### src/include/tws_pkg.sv
// constants, register map and state codes of the two-wire unit
package tws_pkg;
   localparam int unsigned CLK_NS = 4;
   localparam int unsigned REG_AW = 4;
   // register index = byte offset
   localparam logic [3:0] A_BUS_TIMING = 4'h0;
   localparam logic [3:0] A_RESERVED = 4'h1;
   localparam logic [3:0] A_DEBUG_RUN = 4'h2;
   localparam logic [3:0] A_MCTRL_ONE = 4'h3;
   localparam logic [3:0] A_MCTRL_TWO = 4'h4;
   localparam logic [3:0] A_MASTER_STATUS_REG = 4'h5;
   localparam logic [3:0] A_MASTER_BAUD_DIVIDER = 4'h6;
   localparam logic [3:0] A_MASTER_TARGET_ADDRESS = 4'h7;
   localparam logic [3:0] A_MASTER_DATA_REG = 4'h8;
   localparam logic [3:0] A_SCTRL_ONE = 4'h9;
   localparam logic [3:0] A_SCTRL_TWO = 4'ha;
   localparam logic [3:0] A_SLAVE_STATUS_REG = 4'hb;
   localparam logic [3:0] A_SLAVE_OWN_ADDRESS = 4'hc;
   localparam logic [3:0] A_SLAVE_DATA_REG = 4'hd;
   localparam logic [3:0] A_SMASK = 4'he;
   localparam logic [7:0] RST_VAL = 8'h00;
   // field positions
   localparam int unsigned B_FAST_PLUS_EN = 1;
   localparam int unsigned B_HOLD_LO = 2;
   localparam int unsigned B_SETUP = 4;
   localparam int unsigned B_EN = 0;
   localparam int unsigned B_SMART_MODE_EN = 1;
   localparam int unsigned B_ACK_ACTION = 2;
   localparam int unsigned B_FLUSH = 3;
   localparam int unsigned B_RIF = 7;
   localparam int unsigned B_WIF = 6;
   localparam int unsigned B_DIF = 7;
   localparam int unsigned B_ADDR_OR_STOP_FLAG = 6;
   // master and slave command codes
   localparam logic [1:0] CMD_REPEAT_START_CMD = 2'h1;
   localparam logic [1:0] CMD_COMPLETE = 2'h2;
   localparam logic [1:0] CMD_STOP = 2'h3;
   localparam logic [1:0] CMD_RESPONSE = 2'h3;
   // irq vector offsets, for software reference
   localparam logic [7:0] VEC_SLAVE = 8'h00;
   localparam logic [7:0] VEC_MASTER_SMALL = 8'h02;
   localparam logic [7:0] VEC_MASTER_LARGE = 8'h04;
   // sda timing
   localparam logic [7:0] SETUP_SHORT_CYC = 8'h04;
   localparam logic [7:0] SETUP_LONG_CYC = 8'h08;
   localparam int unsigned HOLD1_NS = 50;
   localparam int unsigned HOLD2_NS = 300;
   localparam int unsigned HOLD3_NS = 500;
   localparam logic [7:0] HOLD1_CYC = 8'((HOLD1_NS + CLK_NS - 1) / CLK_NS);
   localparam logic [7:0] HOLD2_CYC = 8'((HOLD2_NS + CLK_NS - 1) / CLK_NS);
   localparam logic [7:0] HOLD3_CYC = 8'((HOLD3_NS + CLK_NS - 1) / CLK_NS);
   localparam logic [3:0] BITS_BYTE = 4'h8;
   localparam logic [3:0] TX_LAST = 4'h7;
   typedef enum logic [7:0] {
      S_IDLE = 8'h01,
      S_ADDR = 8'h02,
      S_AACK = 8'h04,
      S_RX = 8'h08,
      S_RACK = 8'h10,
      S_TX = 8'h20,
      S_TACK = 8'h40,
      S_WAIT = 8'h80
   } tws_state_t;
endpackage : tws_pkg

### src/hw/tws_sync.sv
// two-flop synchroniser for the bus pins
`timescale 1ns/1ps
module tws_sync #(
   parameter int unsigned W = 2
) (
   input wire logic clock,
   input wire logic rst_n,
   input wire logic [W-1:0] d,
   output logic [W-1:0] q
);
   logic [W-1:0] meta;
   // reset to released-bus level
   always_ff @(posedge clock or negedge rst_n) begin
      if (!rst_n) begin
         meta <= '1;
         q <= '1;
      end else begin
         meta <= d;
         q <= meta;
      end
   end
endmodule : tws_sync

### src/hw/tws_top.sv
// two-wire unit: register file, byte slave, smart mode, master strobes
`timescale 1ns/1ps
module tws_top
   import tws_pkg::*;
(
   input wire logic clock,
   input wire logic rst_n,
   input wire logic [REG_AW-1:0] reg_addr,
   input wire logic [7:0] reg_wdata,
   input wire logic reg_wr,
   input wire logic reg_rd,
   output logic [7:0] reg_rdata,
   input wire logic scl_in,
   output logic scl_out,
   output logic scl_oe_n,
   input wire logic sda_in,
   output logic sda_out,
   output logic sda_oe_n,
   input wire logic sleep_active,
   input wire logic sys_clk_ready,
   input wire logic mst_rx_done,
   input wire logic mst_tx_done,
   output logic mst_ack_go,
   output logic mst_ack_nack,
   output logic mst_repeat_start_cmd_go,
   output logic mst_stop_go,
   output logic mst_addr_go,
   output logic mst_flush,
   output logic fast_plus_mode,
   output logic slave_irq,
   output logic master_irq
);
   typedef struct packed {
      logic [7:0] timing;
      logic [7:0] dbg;
      logic [7:0] mctrl;
      logic mack;
      logic master_read_flag;
      logic master_write_flag;
      logic [7:0] master_baud_divider;
      logic [7:0] master_target_address;
      logic [7:0] master_data_reg;
      logic [7:0] sctrl;
      logic sack;
      logic slave_data_flag;
      logic addr_or_stop_flag;
      logic rxack;
      logic dir;
      logic ap;
      logic [7:0] slave_own_address;
      logic [7:0] slave_data_reg;
      logic [7:0] smask;
      logic [7:0] rdata;
      tws_state_t st;
      logic [3:0] bits;
      logic [7:0] shift;
      logic scl_p;
      logic sda_p;
      logic [7:0] hcnt;
      logic [7:0] scnt;
      logic wake_hold;
      logic sda_oe_n;
      logic scl_oe_n;
      logic ack_go;
      logic rep_go;
      logic stop_go;
      logic addr_go;
      logic flush;
      logic s_irq;
      logic m_irq;
   } tws_regs_t;

   tws_regs_t r;
   tws_regs_t n;
   logic scl_s;
   logic sda_s;
   logic scl_rise;
   logic scl_fall;
   logic start_det;
   logic stop_det;
   logic addr_hit;
   logic want_oe_n;
   logic hold_req;
   logic [7:0] hold_cyc;
   logic [7:0] setup_cyc;
   logic wr_slave_data_reg;
   logic rd_slave_data_reg;
   logic rd_master_data_reg;
   logic m_ok;

   // slave side runs with or without sleep; master strobes and the slave wake stretch care
   tws_sync #(.W(2)) u_sync (
      .clock(clock),
      .rst_n(rst_n),
      .d({scl_in, sda_in}),
      .q({scl_s, sda_s})
   );

   always_comb begin
      n = r;
      scl_rise = scl_s & ~r.scl_p;
      scl_fall = ~scl_s & r.scl_p;
      start_det = scl_s & r.scl_p & r.sda_p & ~sda_s;
      stop_det = scl_s & r.scl_p & ~r.sda_p & sda_s;
      // mask bits widen the match; all-zero address is general call
      addr_hit = (((r.shift[7:1] ^ r.slave_own_address[7:1]) & ~r.smask[7:1]) == 7'h00) ||
         (r.shift[7:1] == 7'h00 && r.slave_own_address[0]);
      wr_slave_data_reg = reg_wr && reg_addr == A_SLAVE_DATA_REG;
      rd_slave_data_reg = reg_rd && reg_addr == A_SLAVE_DATA_REG;
      rd_master_data_reg = reg_rd && reg_addr == A_MASTER_DATA_REG;
      m_ok = r.mctrl[B_EN] && !sleep_active;
      unique case (r.timing[B_HOLD_LO +: 2])
         2'h0: hold_cyc = 8'h00;
         2'h1: hold_cyc = HOLD1_CYC;
         2'h2: hold_cyc = HOLD2_CYC;
         2'h3: hold_cyc = HOLD3_CYC;
      endcase
      setup_cyc = r.timing[B_SETUP] ? SETUP_LONG_CYC : SETUP_SHORT_CYC;
      n.scl_p = scl_s;
      n.sda_p = sda_s;
      n.rdata = 8'h00;
      n.ack_go = 1'b0;
      n.rep_go = 1'b0;
      n.stop_go = 1'b0;
      n.addr_go = 1'b0;
      n.flush = 1'b0;

      // register reads
      if (reg_rd) begin
         unique case (reg_addr)
            A_BUS_TIMING: n.rdata = r.timing;
            A_DEBUG_RUN: n.rdata = r.dbg;
            A_MCTRL_ONE: n.rdata = r.mctrl;
            A_MCTRL_TWO: n.rdata = 8'(r.mack) << B_ACK_ACTION;
            A_MASTER_STATUS_REG: n.rdata = {r.master_read_flag, r.master_write_flag, 6'h00};
            A_MASTER_BAUD_DIVIDER: n.rdata = r.master_baud_divider;
            A_MASTER_TARGET_ADDRESS: n.rdata = r.master_target_address;
            A_MASTER_DATA_REG: n.rdata = r.master_data_reg;
            A_SCTRL_ONE: n.rdata = r.sctrl;
            A_SCTRL_TWO: n.rdata = 8'(r.sack) << B_ACK_ACTION;
            A_SLAVE_STATUS_REG: n.rdata = {r.slave_data_flag, r.addr_or_stop_flag, ~r.scl_oe_n, r.rxack, 2'b00, r.dir, r.ap};
            A_SLAVE_OWN_ADDRESS: n.rdata = r.slave_own_address;
            A_SLAVE_DATA_REG: n.rdata = r.slave_data_reg;
            A_SMASK: n.rdata = r.smask;
            default: n.rdata = 8'h00;
         endcase
      end

      // software clears first, so hardware sets below win
      if (rd_master_data_reg) begin
         n.master_read_flag = 1'b0;
         n.master_write_flag = 1'b0;
         // smart mode only auto-acks; a nack needs an explicit command
         if (r.mctrl[B_SMART_MODE_EN] && !r.mack && m_ok) begin
            n.ack_go = 1'b1;
         end
      end
      if (reg_wr) begin
         unique case (reg_addr)
            A_BUS_TIMING: n.timing = reg_wdata;
            A_DEBUG_RUN: n.dbg = reg_wdata;
            A_MCTRL_ONE: n.mctrl = reg_wdata;
            A_MCTRL_TWO: begin
               n.mack = reg_wdata[B_ACK_ACTION];
               n.flush = m_ok && reg_wdata[B_FLUSH];
               if (reg_wdata[1:0] != 2'h0) begin
                  n.master_read_flag = 1'b0;
                  n.master_write_flag = 1'b0;
               end
               if (m_ok && reg_wdata[1:0] != 2'h0) begin
                  n.ack_go = 1'b1;
               end
               n.rep_go = m_ok && reg_wdata[1:0] == CMD_REPEAT_START_CMD;
               n.stop_go = m_ok && reg_wdata[1:0] == CMD_STOP;
            end
            A_MASTER_STATUS_REG: begin
               n.master_read_flag = r.master_read_flag & ~reg_wdata[B_RIF];
               n.master_write_flag = r.master_write_flag & ~reg_wdata[B_WIF];
            end
            A_MASTER_BAUD_DIVIDER: n.master_baud_divider = reg_wdata;
            A_MASTER_TARGET_ADDRESS: begin
               n.master_target_address = reg_wdata;
               n.master_read_flag = 1'b0;
               n.master_write_flag = 1'b0;
               n.addr_go = m_ok;
            end
            A_MASTER_DATA_REG: begin
               n.master_data_reg = reg_wdata;
               n.master_read_flag = 1'b0;
               n.master_write_flag = 1'b0;
            end
            A_SCTRL_ONE: n.sctrl = reg_wdata;
            A_SCTRL_TWO: begin
               n.sack = reg_wdata[B_ACK_ACTION];
               if (reg_wdata[1:0] != 2'h0) begin
                  n.slave_data_flag = 1'b0;
                  n.addr_or_stop_flag = 1'b0;
               end
               if (reg_wdata[1:0] == CMD_COMPLETE) begin
                  n.st = S_WAIT;
               end
            end
            A_SLAVE_STATUS_REG: begin
               n.slave_data_flag = r.slave_data_flag & ~reg_wdata[B_DIF];
               n.addr_or_stop_flag = r.addr_or_stop_flag & ~reg_wdata[B_ADDR_OR_STOP_FLAG];
            end
            A_SLAVE_OWN_ADDRESS: n.slave_own_address = reg_wdata;
            A_SLAVE_DATA_REG: begin
               n.slave_data_reg = reg_wdata;
               if (r.st == S_TX) begin
                  n.shift = reg_wdata;
               end
            end
            A_SMASK: n.smask = reg_wdata;
            default: ;
         endcase
      end
      if (r.sctrl[B_SMART_MODE_EN] && (wr_slave_data_reg || rd_slave_data_reg)) begin
         n.slave_data_flag = 1'b0;
      end
      if (mst_rx_done && r.mctrl[B_EN]) begin
         n.master_read_flag = 1'b1;
      end
      if (mst_tx_done && r.mctrl[B_EN]) begin
         n.master_write_flag = 1'b1;
      end

      // byte engine on synchronised scl edges, independent of sleep
      if (!r.sctrl[B_EN]) begin
         n.st = S_IDLE;
      end else if (start_det) begin
         n.st = S_ADDR;
         n.bits = 4'h0;
         if (sleep_active && !sys_clk_ready) begin
            n.wake_hold = 1'b1;
         end
      end else if (stop_det) begin
         if (r.st != S_IDLE) begin
            n.addr_or_stop_flag = 1'b1;
            n.ap = 1'b0;
         end
         n.st = S_IDLE;
      end else begin
         unique case (r.st)
            S_IDLE: ;
            S_WAIT: ;
            S_ADDR, S_RX: begin
               if (scl_rise) begin
                  n.shift = {r.shift[6:0], sda_s};
                  n.bits = r.bits + 4'h1;
               end else if (scl_fall && r.bits == BITS_BYTE) begin
                  if (r.st == S_RX) begin
                     n.slave_data_reg = r.shift;
                     n.slave_data_flag = 1'b1;
                     n.st = S_RACK;
                  end else if (addr_hit) begin
                     n.addr_or_stop_flag = 1'b1;
                     n.ap = 1'b1;
                     n.dir = r.shift[0];
                     n.st = S_AACK;
                  end else begin
                     n.st = S_IDLE;
                  end
               end
            end
            S_AACK: begin
               if (scl_fall) begin
                  n.bits = 4'h0;
                  if (r.dir) begin
                     n.slave_data_flag = 1'b1;
                     n.st = S_TX;
                  end else begin
                     n.st = S_RX;
                  end
               end
            end
            S_RACK: begin
               if (scl_fall) begin
                  n.bits = 4'h0;
                  n.st = r.sack ? S_WAIT : S_RX;
               end
            end
            S_TX: begin
               if (scl_fall) begin
                  if (r.bits == TX_LAST) begin
                     n.st = S_TACK;
                  end else begin
                     n.shift = {r.shift[6:0], 1'b1};
                     n.bits = r.bits + 4'h1;
                  end
               end
            end
            S_TACK: begin
               if (scl_rise) begin
                  n.rxack = sda_s;
               end else if (scl_fall) begin
                  n.slave_data_flag = 1'b1;
                  n.bits = 4'h0;
                  n.st = r.rxack ? S_WAIT : S_TX;
               end
            end
         endcase
      end
      if (r.wake_hold && sys_clk_ready) begin
         n.wake_hold = 1'b0;
      end

      // sda level the slave wants during the low phase
      unique case (r.st)
         S_AACK: want_oe_n = 1'b0;
         S_RACK: want_oe_n = r.sack;
         S_TX: want_oe_n = r.shift[7];
         default: want_oe_n = 1'b1;
      endcase
      // hold delay after scl falls, then setup before scl may rise
      if (scl_fall) begin
         n.hcnt = hold_cyc;
         n.scnt = 8'h00;
      end else if (!scl_s) begin
         if (r.hcnt != 8'h00) begin
            n.hcnt = r.hcnt - 8'h01;
         end else if (r.sda_oe_n != want_oe_n) begin
            n.sda_oe_n = want_oe_n;
            n.scnt = setup_cyc;
         end else if (r.scnt != 8'h00) begin
            n.scnt = r.scnt - 8'h01;
         end
      end
      if (r.st == S_IDLE || r.st == S_WAIT || !r.sctrl[B_EN]) begin
         n.sda_oe_n = 1'b1;
      end
      // stretch until flags are serviced and sda has settled
      hold_req = (r.slave_data_flag || r.addr_or_stop_flag) && r.st != S_IDLE && r.st != S_WAIT;
      // a pending sda change keeps the hold, else scl glitches high for a cycle
      if (r.wake_hold || (!scl_s && r.sctrl[B_EN] && (hold_req ||
            r.hcnt != 8'h00 || r.scnt != 8'h00 || r.sda_oe_n != want_oe_n))) begin
         n.scl_oe_n = 1'b0;
      end else begin
         n.scl_oe_n = 1'b1;
      end

      // one combined request per vector
      n.s_irq = n.slave_data_flag | n.addr_or_stop_flag;
      n.m_irq = n.master_read_flag | n.master_write_flag;
   end

   always_ff @(posedge clock or negedge rst_n) begin
      if (!rst_n) begin
         r <= '0;
         r.timing <= RST_VAL;
         r.st <= S_IDLE;
         r.scl_p <= 1'b1;
         r.sda_p <= 1'b1;
         r.sda_oe_n <= 1'b1;
         r.scl_oe_n <= 1'b1;
      end else begin
         r <= n;
      end
   end

   assign reg_rdata = r.rdata;
   // open drain: only the enables move, the level stays low
   assign scl_out = r.mack & 1'b0;
   assign sda_out = r.sack & 1'b0;
   assign scl_oe_n = r.scl_oe_n;
   assign sda_oe_n = r.sda_oe_n;
   assign mst_ack_go = r.ack_go;
   assign mst_ack_nack = r.mack;
   assign mst_repeat_start_cmd_go = r.rep_go;
   assign mst_stop_go = r.stop_go;
   assign mst_addr_go = r.addr_go;
   assign mst_flush = r.flush;
   assign fast_plus_mode = r.timing[B_FAST_PLUS_EN];
   assign slave_irq = r.s_irq;
   assign master_irq = r.m_irq;
endmodule : tws_top

### config.mk
export PLATFORM = sky130hd
export DESIGN_NAME = tws_top
export DESIGN_NICKNAME = d
export VERILOG_FILES = /design/src/include/tws_pkg.sv /design/src/hw/tws_sync.sv /design/src/hw/tws_top.sv
export SDC_FILE = /design/constraint.sdc
export NUM_CORES = 1
export LEC_CHECK = 0
export BUFFER_PORTS_ARGS = -buffer_cell sky130_fd_sc_hd__buf_4
export CAP_MARGIN = 20
export CORE_MARGIN = 2
export CORE_UTILIZATION = 25
export DETAILED_ROUTE_END_ITERATION = 8
export PLACE_DENSITY_LB_ADDON = 0.3
export SLEW_MARGIN = 20
export SYNTH_ARGS = -nofsm -noshare
export SYNTH_HDL_FRONTEND = slang
export SYNTH_SLANG_ARGS = --single-unit
export TNS_END_PERCENT = 30
### constraint.sdc
create_clock -name clock -period 2.9 [get_ports clock]
set_input_delay 0.58 -clock clock [delete_from_list [all_inputs] [get_ports clock]]
set_output_delay 0.58 -clock clock [all_outputs]
set_load 0.005 [all_outputs]
# Word level (Yosys, flattened, before mapping)
# Index checks and enable logic that the tools add are counted.
[totals]
ram_bits = 0
latchBits = 0
out_inout_bits = 21
input_bits = 22
ff_bits = 149
romBits = 0
memories = 0
elab_cells = 299
[op_classes]
shift = 0
order_cmp = 0
add_sub_neg = 3
n_reduce_logical = 73
mul = 0
n_mux = 109
n_eq_ne = 48
div = 0
n_bitwise = 27
[op_table]
columns = ["operator", "count"]
rows = [
  ["$mux 8", 34],
  ["$pmux 8 s14", 1],
  ["$mux 12", 9],
  ["$pmux 12 s5", 1],
  ["$mux 16", 3],
  ["$mux 20", 2],
  ["$mux 37", 1],
  ["$mux 1", 34],
  ["$eq 4x4->1 const B", 8],
  ["$pmux 8 s4", 1],
  ["$reduce_and 2->1", 12],
  ["$mux 2", 11],
  ["$logic_and 1x1->1", 21],
  ["$eq 4x3->1 const B", 5],
  ["$reduce_bool 2->1", 9],
  ["$pmux 8 s2", 1],
  ["$reduce_and 8->1", 2],
  ["$reduce_bool 8->1", 2],
  ["$sub 8x1->8 const B", 2],
  ["$mux 5", 3],
  ["$logic_not 7->1", 2],
  ["$ne 3x3->1 const B", 4],
  ["$ne 4x4->1 const B", 3],
  ["$and 1x1->1", 11],
  ["other kinds (39)", 78],
]

# Depth between registers and ports, before layout
# Gate-level depths: netlist of the first run.
[logic_depth]
ltp_word = 15
mapped_depth = 9
mapped_depth_nobuf = 8

# By module
# Synthesis of the first run repeated with hierarchy kept, for this count alone.
[unflattened]
hier_cells = 766
hier_area_um2 = 7692.4
[by_module_without_submodules]
columns = ["module", "area_per_inst_um2", "instances", "cells_per_inst", "seq_area_each_um2"]
rows = [
  ["tws_top", 7587.3, 1, 762, 3634.7],
  ["tws_sync", 105.1, 1, 4, 105.1],
]

# Worst setup path before layout of the first run
# OpenSTA, ideal clock, no wires.
[synth_path]
path_type = "register -> register"
from = "register r[18] (netlist bit)"
to = "register sda_oe_n (netlist name)"
t_required_ps = 2808
setup_ps = 92
arrival_ps = 2391
synth_period_minus_slack_ps = 2483
stages_incl_launch_ff = 8
slack_ps = 417
n_path_buf = 1
cell_sequence = "dfrtp_1 -> inv_1 -> ha_1 -> or3b_2 -> clkbuf_1 -> nor4_1 -> a31oi_1 -> or3b_2"
[synth_between]
elab_chain_cells = 3
[synth_lines]
columns = ["item", "line_no", "rtl"]
rows = [
  ["from (decl)", "tws_top.sv:73", "tws_regs_t r;"],
  ["from (signal assigned)", "tws_top.sv:357", "r <= n;"],
  ["$reduce_bool 8->1", "tws_top.sv:320", "if (r.hcnt != 8'h00) begin"],
  ["$ne 2x1->1 (no line)", "-", ""],
  ["$reduce_and 4->1 (no line)", "-", ""],
]
# Every way passes these cells.
# A chain may end at the register's enable or synchronous reset.

# Worst setup path after layout of the first run
[layout_path]
from = "register r[41] (netlist bit)"
to = "register r[15] (netlist bit)"
[layout_between]
elab_chain_cells = 7
word_cells_on_any_way = 11
cone_classes = "eq/ne: 4; mux: 5; reduce/logical: 2"
[layout_lines]
columns = ["item", "line_no", "rtl"]
rows = [
  ["$eq 8x6->1 (tied with other cells)", "tws_top.sv:309", "unique case (r.st)"],
  ["$pmux 1 s3 (*)", "tws_top.sv:309", ""],
  ["$ne 1x1->1 (*)", "tws_top.sv:322", "end else if (r.sda_oe_n != want_oe_n) begin"],
  ["$mux 8", "tws_top.sv:322", ""],
  ["$mux 8", "tws_top.sv:320", ""],
  ["$mux 16", "tws_top.sv:319", "end else if (!scl_s) begin"],
  ["$mux 16", "tws_top.sv:316", "if (scl_fall) begin"],
]
# Mark *: on every way between the ends. The rest lies on a longest branch, timed or not. The select of a mux whose other input is x is not followed.

==> results of run 1 <==
==> cell type report <==
| cell class | instances | area, sq um |
|---|---|---|
| clock inverters | 11 | 196 |
| well taps | 402 | 503 |
| inverters | 22 | 82.6 |
| flip-flops and latches | 149 | 3740 |
| fillers | 3215 | 21900 |
| clock buffers | 20 | 457 |
| multi-input cells | 548 | 3790 |
| repair buffers | 79 | 609 |
==> logic make-up (layout without fill, tap and decap cells) <==
kind of cell / Yosys count / count (layout)
buf+inv: 84 / 132
mux: 101 / 101
fa+ha+maj: 4 / 4
other cells: 1 / 2
simple gates: 241 / 241
flops: 149 / 149
xor+xnor: 15 / 15
compound gates: 185 / 185
==> report_power, final <==
group / switching (mW) / total [mW] / internal (mW) / leakage [nW]
registers: 0.289 / 2.73 / 2.44 / 1.84
clock network: 0.902 / 2.47 / 1.57 / 0.313
logic: 0.518 / 1.01 / 0.496 / 1.74
total: 1.71 / 6.22 / 4.51 / 3.89
==> cell usage in the layout, fill, tap and decap left out, types with 9 or more instances in the layout <==
cell	n
nand2_1	70
nor2_1	52
a22oi_1	10
buf_4	77
mux2i_1	14
inv_1	21
nand2b_1	12
xnor2_1	9
a31oi_1	12
clkbuf_16	17
dfrtp_1	140
o21ai_0	63
dfstp_2	9
nor3_1	20
nand3_1	13
nor4_1	11
mux2_2	85
a21oi_1	35
==> how the worst max path moves through the flow <==
| stage | startpoint | endpoint | slack, ns |
|---|---|---|---|
| floorplan | r[18] | sda_oe_n | 0.42 |
| global placement | r[45] | r[38] | 0.21 |
| global route | r[41] | r[33] | 0.03 |
| finish | r[41] | r[15] | 0.17 |
| detailed placement | r[44] | r[15] | 0.20 |
| CTS | r[44] | r[15] | 0.17 |
==> sequential cells by signal (all words and copies together) (netlist names) <==
register / cells
r: 126
reg_rdata: 8
u_sync.meta: 2
u_sync.q: 2
fast_plus_mode: 1
master_irq: 1
mst_ack_go: 1
mst_ack_nack: 1
mst_addr_go: 1
mst_flush: 1
mst_repeat_start_cmd_go: 1
mst_stop_go: 1
scl_oe_n: 1
sda_oe_n: 1
slave_irq: 1
==> layer usage <==
| layer | GRT usage (%) | vias up |
|---|---|---|
| met5 | 0 | - |
| met4 | 5.37 | 0 |
| met3 | 3.09 | 25 |
| met2 | 22.5 | 170 |
| met1 | 21.2 | 3184 |
| li1 | - | 2916 |
==> stage by stage <==
stage,utilization (%),power (mW),setup slack (ns)
finish,29.9,6.22,0.171
global route,29.9,6.51,0.0284
CTS,29.9,6.28,0.172
detailed placement,27.8,3.77,0.198
global placement,27.8,3.75,0.214
floorplan,-,3.34,0.417
==> impl_results.md, run 1 <==
- Status: finished, final reports clean
- Skew-Pair Late Insertion Delay: 0.43 ns
- Postcts setup bufs: 0
- Post-Place Cells: 1200
- Cells after synthesis: 780
- Vias per cell: 5.11
- Worst r2r src: r[41]
- Hold Buf Count CTS: 0
- Power Dens Cells: 663 nW/um^2
- Max Slew Vio Count: 0
- Main combinational cell family by area after synthesis: simple AND/OR/NAND/NOR gates
- Reg2Reg Setup Slack: 0.17 ns
- Crit path cell chain: or4_4, a2111o_1, a32oi_2, xor2_2, o21ai_0, a311oi_1
- Top_reg_cell synth: dfrtp_1
- # port buffers: 40
- Initial antenna violation count: 0
- R2R cell count: 6
- Via Count: 6295
- Die Span Y: 182 microns
- Tot GR Track Use: 15.0%
- Req. time, crit path: 3.23 ns
- Leading post-synthesis cells by cell area: dfrtp_1 44%, mux2_2 12%, o21ai_0 4.0%, nand2_1 3.3%, dfstp_2 3.0%
- Detail Route Antenna Nets: 0
- DRT iter0 DRCs: 464
- Mapped cell area: 7900 sq um
- Stages on worst setup path: 6
- Post-cts resize count: 0
- Count leader, synth: dfrtp_1
- Syn avg cell area: 10.1 sq um
- Fraction of synthesized cell area in xor and xnor cells: 1.76%
- WL met3: 1.24 mm
- Actual slew at the worst max-slew pin: 0.602 ns
- Post-Synth Adder-Cell Area: 0.634%
- Die area: 33000 sq um
- Cell Count, Final, Fillers Out: 1231
- Area of the core: 31300 sq um
- Slew headroom: 59.5%
- FFs w/ async S/R, synth: 100%
- Met2 WL post-DR: 10.7 mm
- Worst reg2reg path endpoint: r[15]
- FMAX: 366 MHz
- Root buffer cell: clkbuf_16
- Max-Cap Viols: 0
- FP Rows: 65
- Post-synthesis simple-gate area fraction: 15.7%
- Hold Crit Class: primary input to async pin
- DRT Pass-1 Iters: 5
- WL final: 24.0 mm
- Area share of the largest cell type after synthesis: 44.4%
- # nets final: 843
- CP Buf/Inv Count: 0
- Post-synth EDFFs: 0
- Worst Skew: 0.00890 ns
- Distinct cell type count after synthesis: 76
- Clock sinks: 149
- Mux cell area share after synthesis: 14.5%
- RSZ-0062 raised after global routing: false
- Cell taking the most area after synthesis: dfrtp_1
- DR DRC count: 0
- Fin area: 9380 sq um
- Family with the most delay on the worst path: compound AO/OA/AOI/OAI gates
- CTS buffer count: 17
- TNS Setup: 0 ns
- Layout cells sized above 1: 27.0%
- Seq/Total Area, Yosys: 47.4%
- Crit Path Max Fanout: 14
- Kind of critical path: register to register
- Fin Hold WS: 0.132 ns
- ANT cells: 0
- Top Metal Used: met4
- Grt total ovfl: 0
- Crit share post-route: 94.1%
- CTS tree: built
- H-tree levels: 4
- Global-route wire length before repair: 37.5 mm
- IO Pins: 43
- CP Capture Type: register
- Routed wire per std cell: 19.5 microns
- Die Width: 182 microns
- GPL Wtd Cong: 0.894
- Peak supply drop: 0.000312 V
- Largest net degree at the start of global routing: 63
- HPWL after DPL: 17.1 mm
- Slowest cell on crit path: or4_4
- Register bit total from synthesis: 149
- Slowest Stage Delay on Critical Path: 0.61 ns
- Period minus WS final: 2.73 ns
- Setup-failing EPs final: 0
- Initial Util: 25.2%
- Vias in the first global route: 6145
- Startpoint types: register
- Worst-path clk slew: 0.06 ns
- Data arrival, critical path: 3.06 ns
- Hold Violations, Final: 0
- Clock buffer depth: 2
- Placement Cell Area: 8720 sq um
- Met1 WL: 11.6 mm
- Synth Area in Compound Gates: 15.3%
- Synthesis-to-layout area growth: 18.7%
- Top cells by count, synth: 140 x dfrtp_1, 85 x mux2_2, 70 x nand2_1, 63 x o21ai_0, 52 x nor2_1
- Static leakage: 3.89 nW
- YS warnings: 0
No activity file was read; power rests on OpenSTA's default activity.
==> run 2, diff against run 1 <==
clock period = 3.3 ns   (was 2.9 ns; I/O delays follow)
==> impl_results.md, run 2 (synthesis results as in run 1) <==
- Clk pwr share: 39.7%
- NetSw: 1.50 mW
- Area of the core: 31300 sq um
- Combinational Power Share: 16.0%
- Slew headroom: 47.8%
- FMAX: 374 MHz
- IO Pins: 43
- TNS Setup: 0 ns
- Peak supply drop: 0.000325 V
- Post-cts resize count: 0
- Largest reg by FF count: r
- Initial Util: 25.2%
- HPWL after DPL: 16.6 mm
- # port buffers: 40
- DRT iter0 DRCs: 430
- Skew-Pair Late Insertion Delay: 0.43 ns
- Worst r2r src: r[45]
- Crit Path Max Fanout: 14
- Clock buffer depth: 2
- Clock sinks: 149
- Worst-path clk slew: 0.07 ns
- Commonest non-fill, non-tap cell in the layout: dfrtp_1
- DR DRC count: 0
- Seq pwr share: 44.3%
- Largest register FFs: 126
- CP Launch Point: r[45]
- Period minus WS final: 2.67 ns
- Global-route wire length before repair: 37.1 mm
- Synthesis-to-layout area growth: 17.6%
- Root buffer cell: clkbuf_16
- Int Power: 3.92 mW
- Die Width: 182 microns
- Hold Buf Count CTS: 0
- Sw Share: 27.7%
- Hold Violations, Final: 0
- GPL Wtd Cong: 0.919
- Tot GR Track Use: 14.7%
- WL final: 23.6 mm
- RSZ-0062 raised after global routing: false
- Kind of critical path: register to register
- Via Count: 6232
- Fill count: 3227
- Multi-input logic area: 3780 sq um
- Power Dens Cells: 584 nW/um^2
- Max Slew Vio Count: 0
- Fin Hold WS: 0.274 ns
- Setup-failing EPs final: 0
- CTS buffer count: 17
- Crit share post-route: 80.9%
- Largest net degree at the start of global routing: 76
- Vias in the first global route: 6174
- Layout cells sized above 1: 26.0%
- Status: finished, final reports clean
- Pre-CTS setup slack: 0.655 ns
- Die Span Y: 182 microns
- CTS tree: built
- CP Capture Type: register
- FP Rows: 65
- Max-Cap Viols: 0
- Placement Cell Area: 8630 sq um
- Sequential cell area: 3740 sq um
- Worst Skew: 0.0112 ns
- Vias per cell: 5.11
- DRT Pass-1 Iters: 5
- ANT cells: 0
- # nets final: 832
- H-tree levels: 4
- Initial antenna violation count: 0
- Die area: 33000 sq um
- Postcts setup bufs: 0
- Core Util, Final: 29.7%
- Static leakage: 3.83 nW
- Fin area: 9280 sq um
- Commonest cells after routing, fill and taps aside: 140 x dfrtp_1, 85 x mux2_2, 70 x nand2_1
- Startpoint types: register
- Hold Crit Class: primary input to async pin
- Routed wire per std cell: 19.3 microns
- Worst setup margin: 0.630 ns
- Detail Route Antenna Nets: 0
- Data arrival, critical path: 3.00 ns
- Actual slew at the worst max-slew pin: 0.783 ns
- Req. time, crit path: 3.63 ns
- Grt total ovfl: 0
[run 2: cell count changes in the layout (fill, tap and decap cells not counted)]
cell | before | now
nor4_2 | 3 | 2
bufinv_16 | 5 | 4
buf_4 | 77 | 66
clkbuf_8 | 2 | 4
clkinvlp_4 | 2 | 3
nor4_1 | 11 | 12
clkinv_2 | 1 | 0
clkbuf_1 | 1 | 0
[run 2: power groups by stage]
stage	clock network [mW]	logic, mW	registers [mW]
finish	2.15	0.868	2.41
floorplan	0	0.624	2.31
global placement	0	0.860	2.43
CTS	2.18	0.873	2.40
detailed placement	0	0.871	2.43
global route	2.26	0.961	2.44
[run 2: cell type report]
class	instances	share of cell area, %
timing repair buffer	68	5.67
sequential	149	40.3
clock inverter	10	1.82
clock buffer	21	5.18
multi-input combinational	548	40.7
tap	402	5.42
inverter	22	0.889
[run 2: metal layers]
| metal | routed length (microns) | global-route usage, % |
|---|---|---|
| met1 | 11200 | 20.6 |
| met2 | 10600 | 22.3 |
| met3 | 1280 | 3.35 |
| met4 | 504 | 5.04 |
| met5 | 0 | 0 |
[run 2: critical path, stage by stage, from the launching register on]
cell and delay [ns]:
dfrtp_1 0.50, nor4_1 0.60, nand4b_1 0.24, a32oi_2 0.30, xor2_2 0.49, o21ai_0 0.17
a311oi_1 0.28
[run 2: per-stage QoR]
| step | instances | power, mW |
|---|---|---|
| 4_1_cts | 1220 | 5.46 |
| 2_1_floorplan | 781 | 2.94 |
| 6_report | 1220 | 5.42 |
| 5_1_grt | 1220 | 5.67 |
| 3_5_place_dp | 1189 | 3.30 |
| 3_3_place_gp | 1189 | 3.29 |
[run 2: final timing paths]
check,endpoint,slack (ns),depth (start not counted)
setup / recovery,r[15],0.63,6
hold / removal,r[57],0.27,1
setup reg to reg,r[15],0.63,6
hold reg to reg,u_sync.q[1],0.35,0
max in group asynchronous,fast_plus_mode,2.21,2
min in group clock,u_sync.meta[1],0.34,1
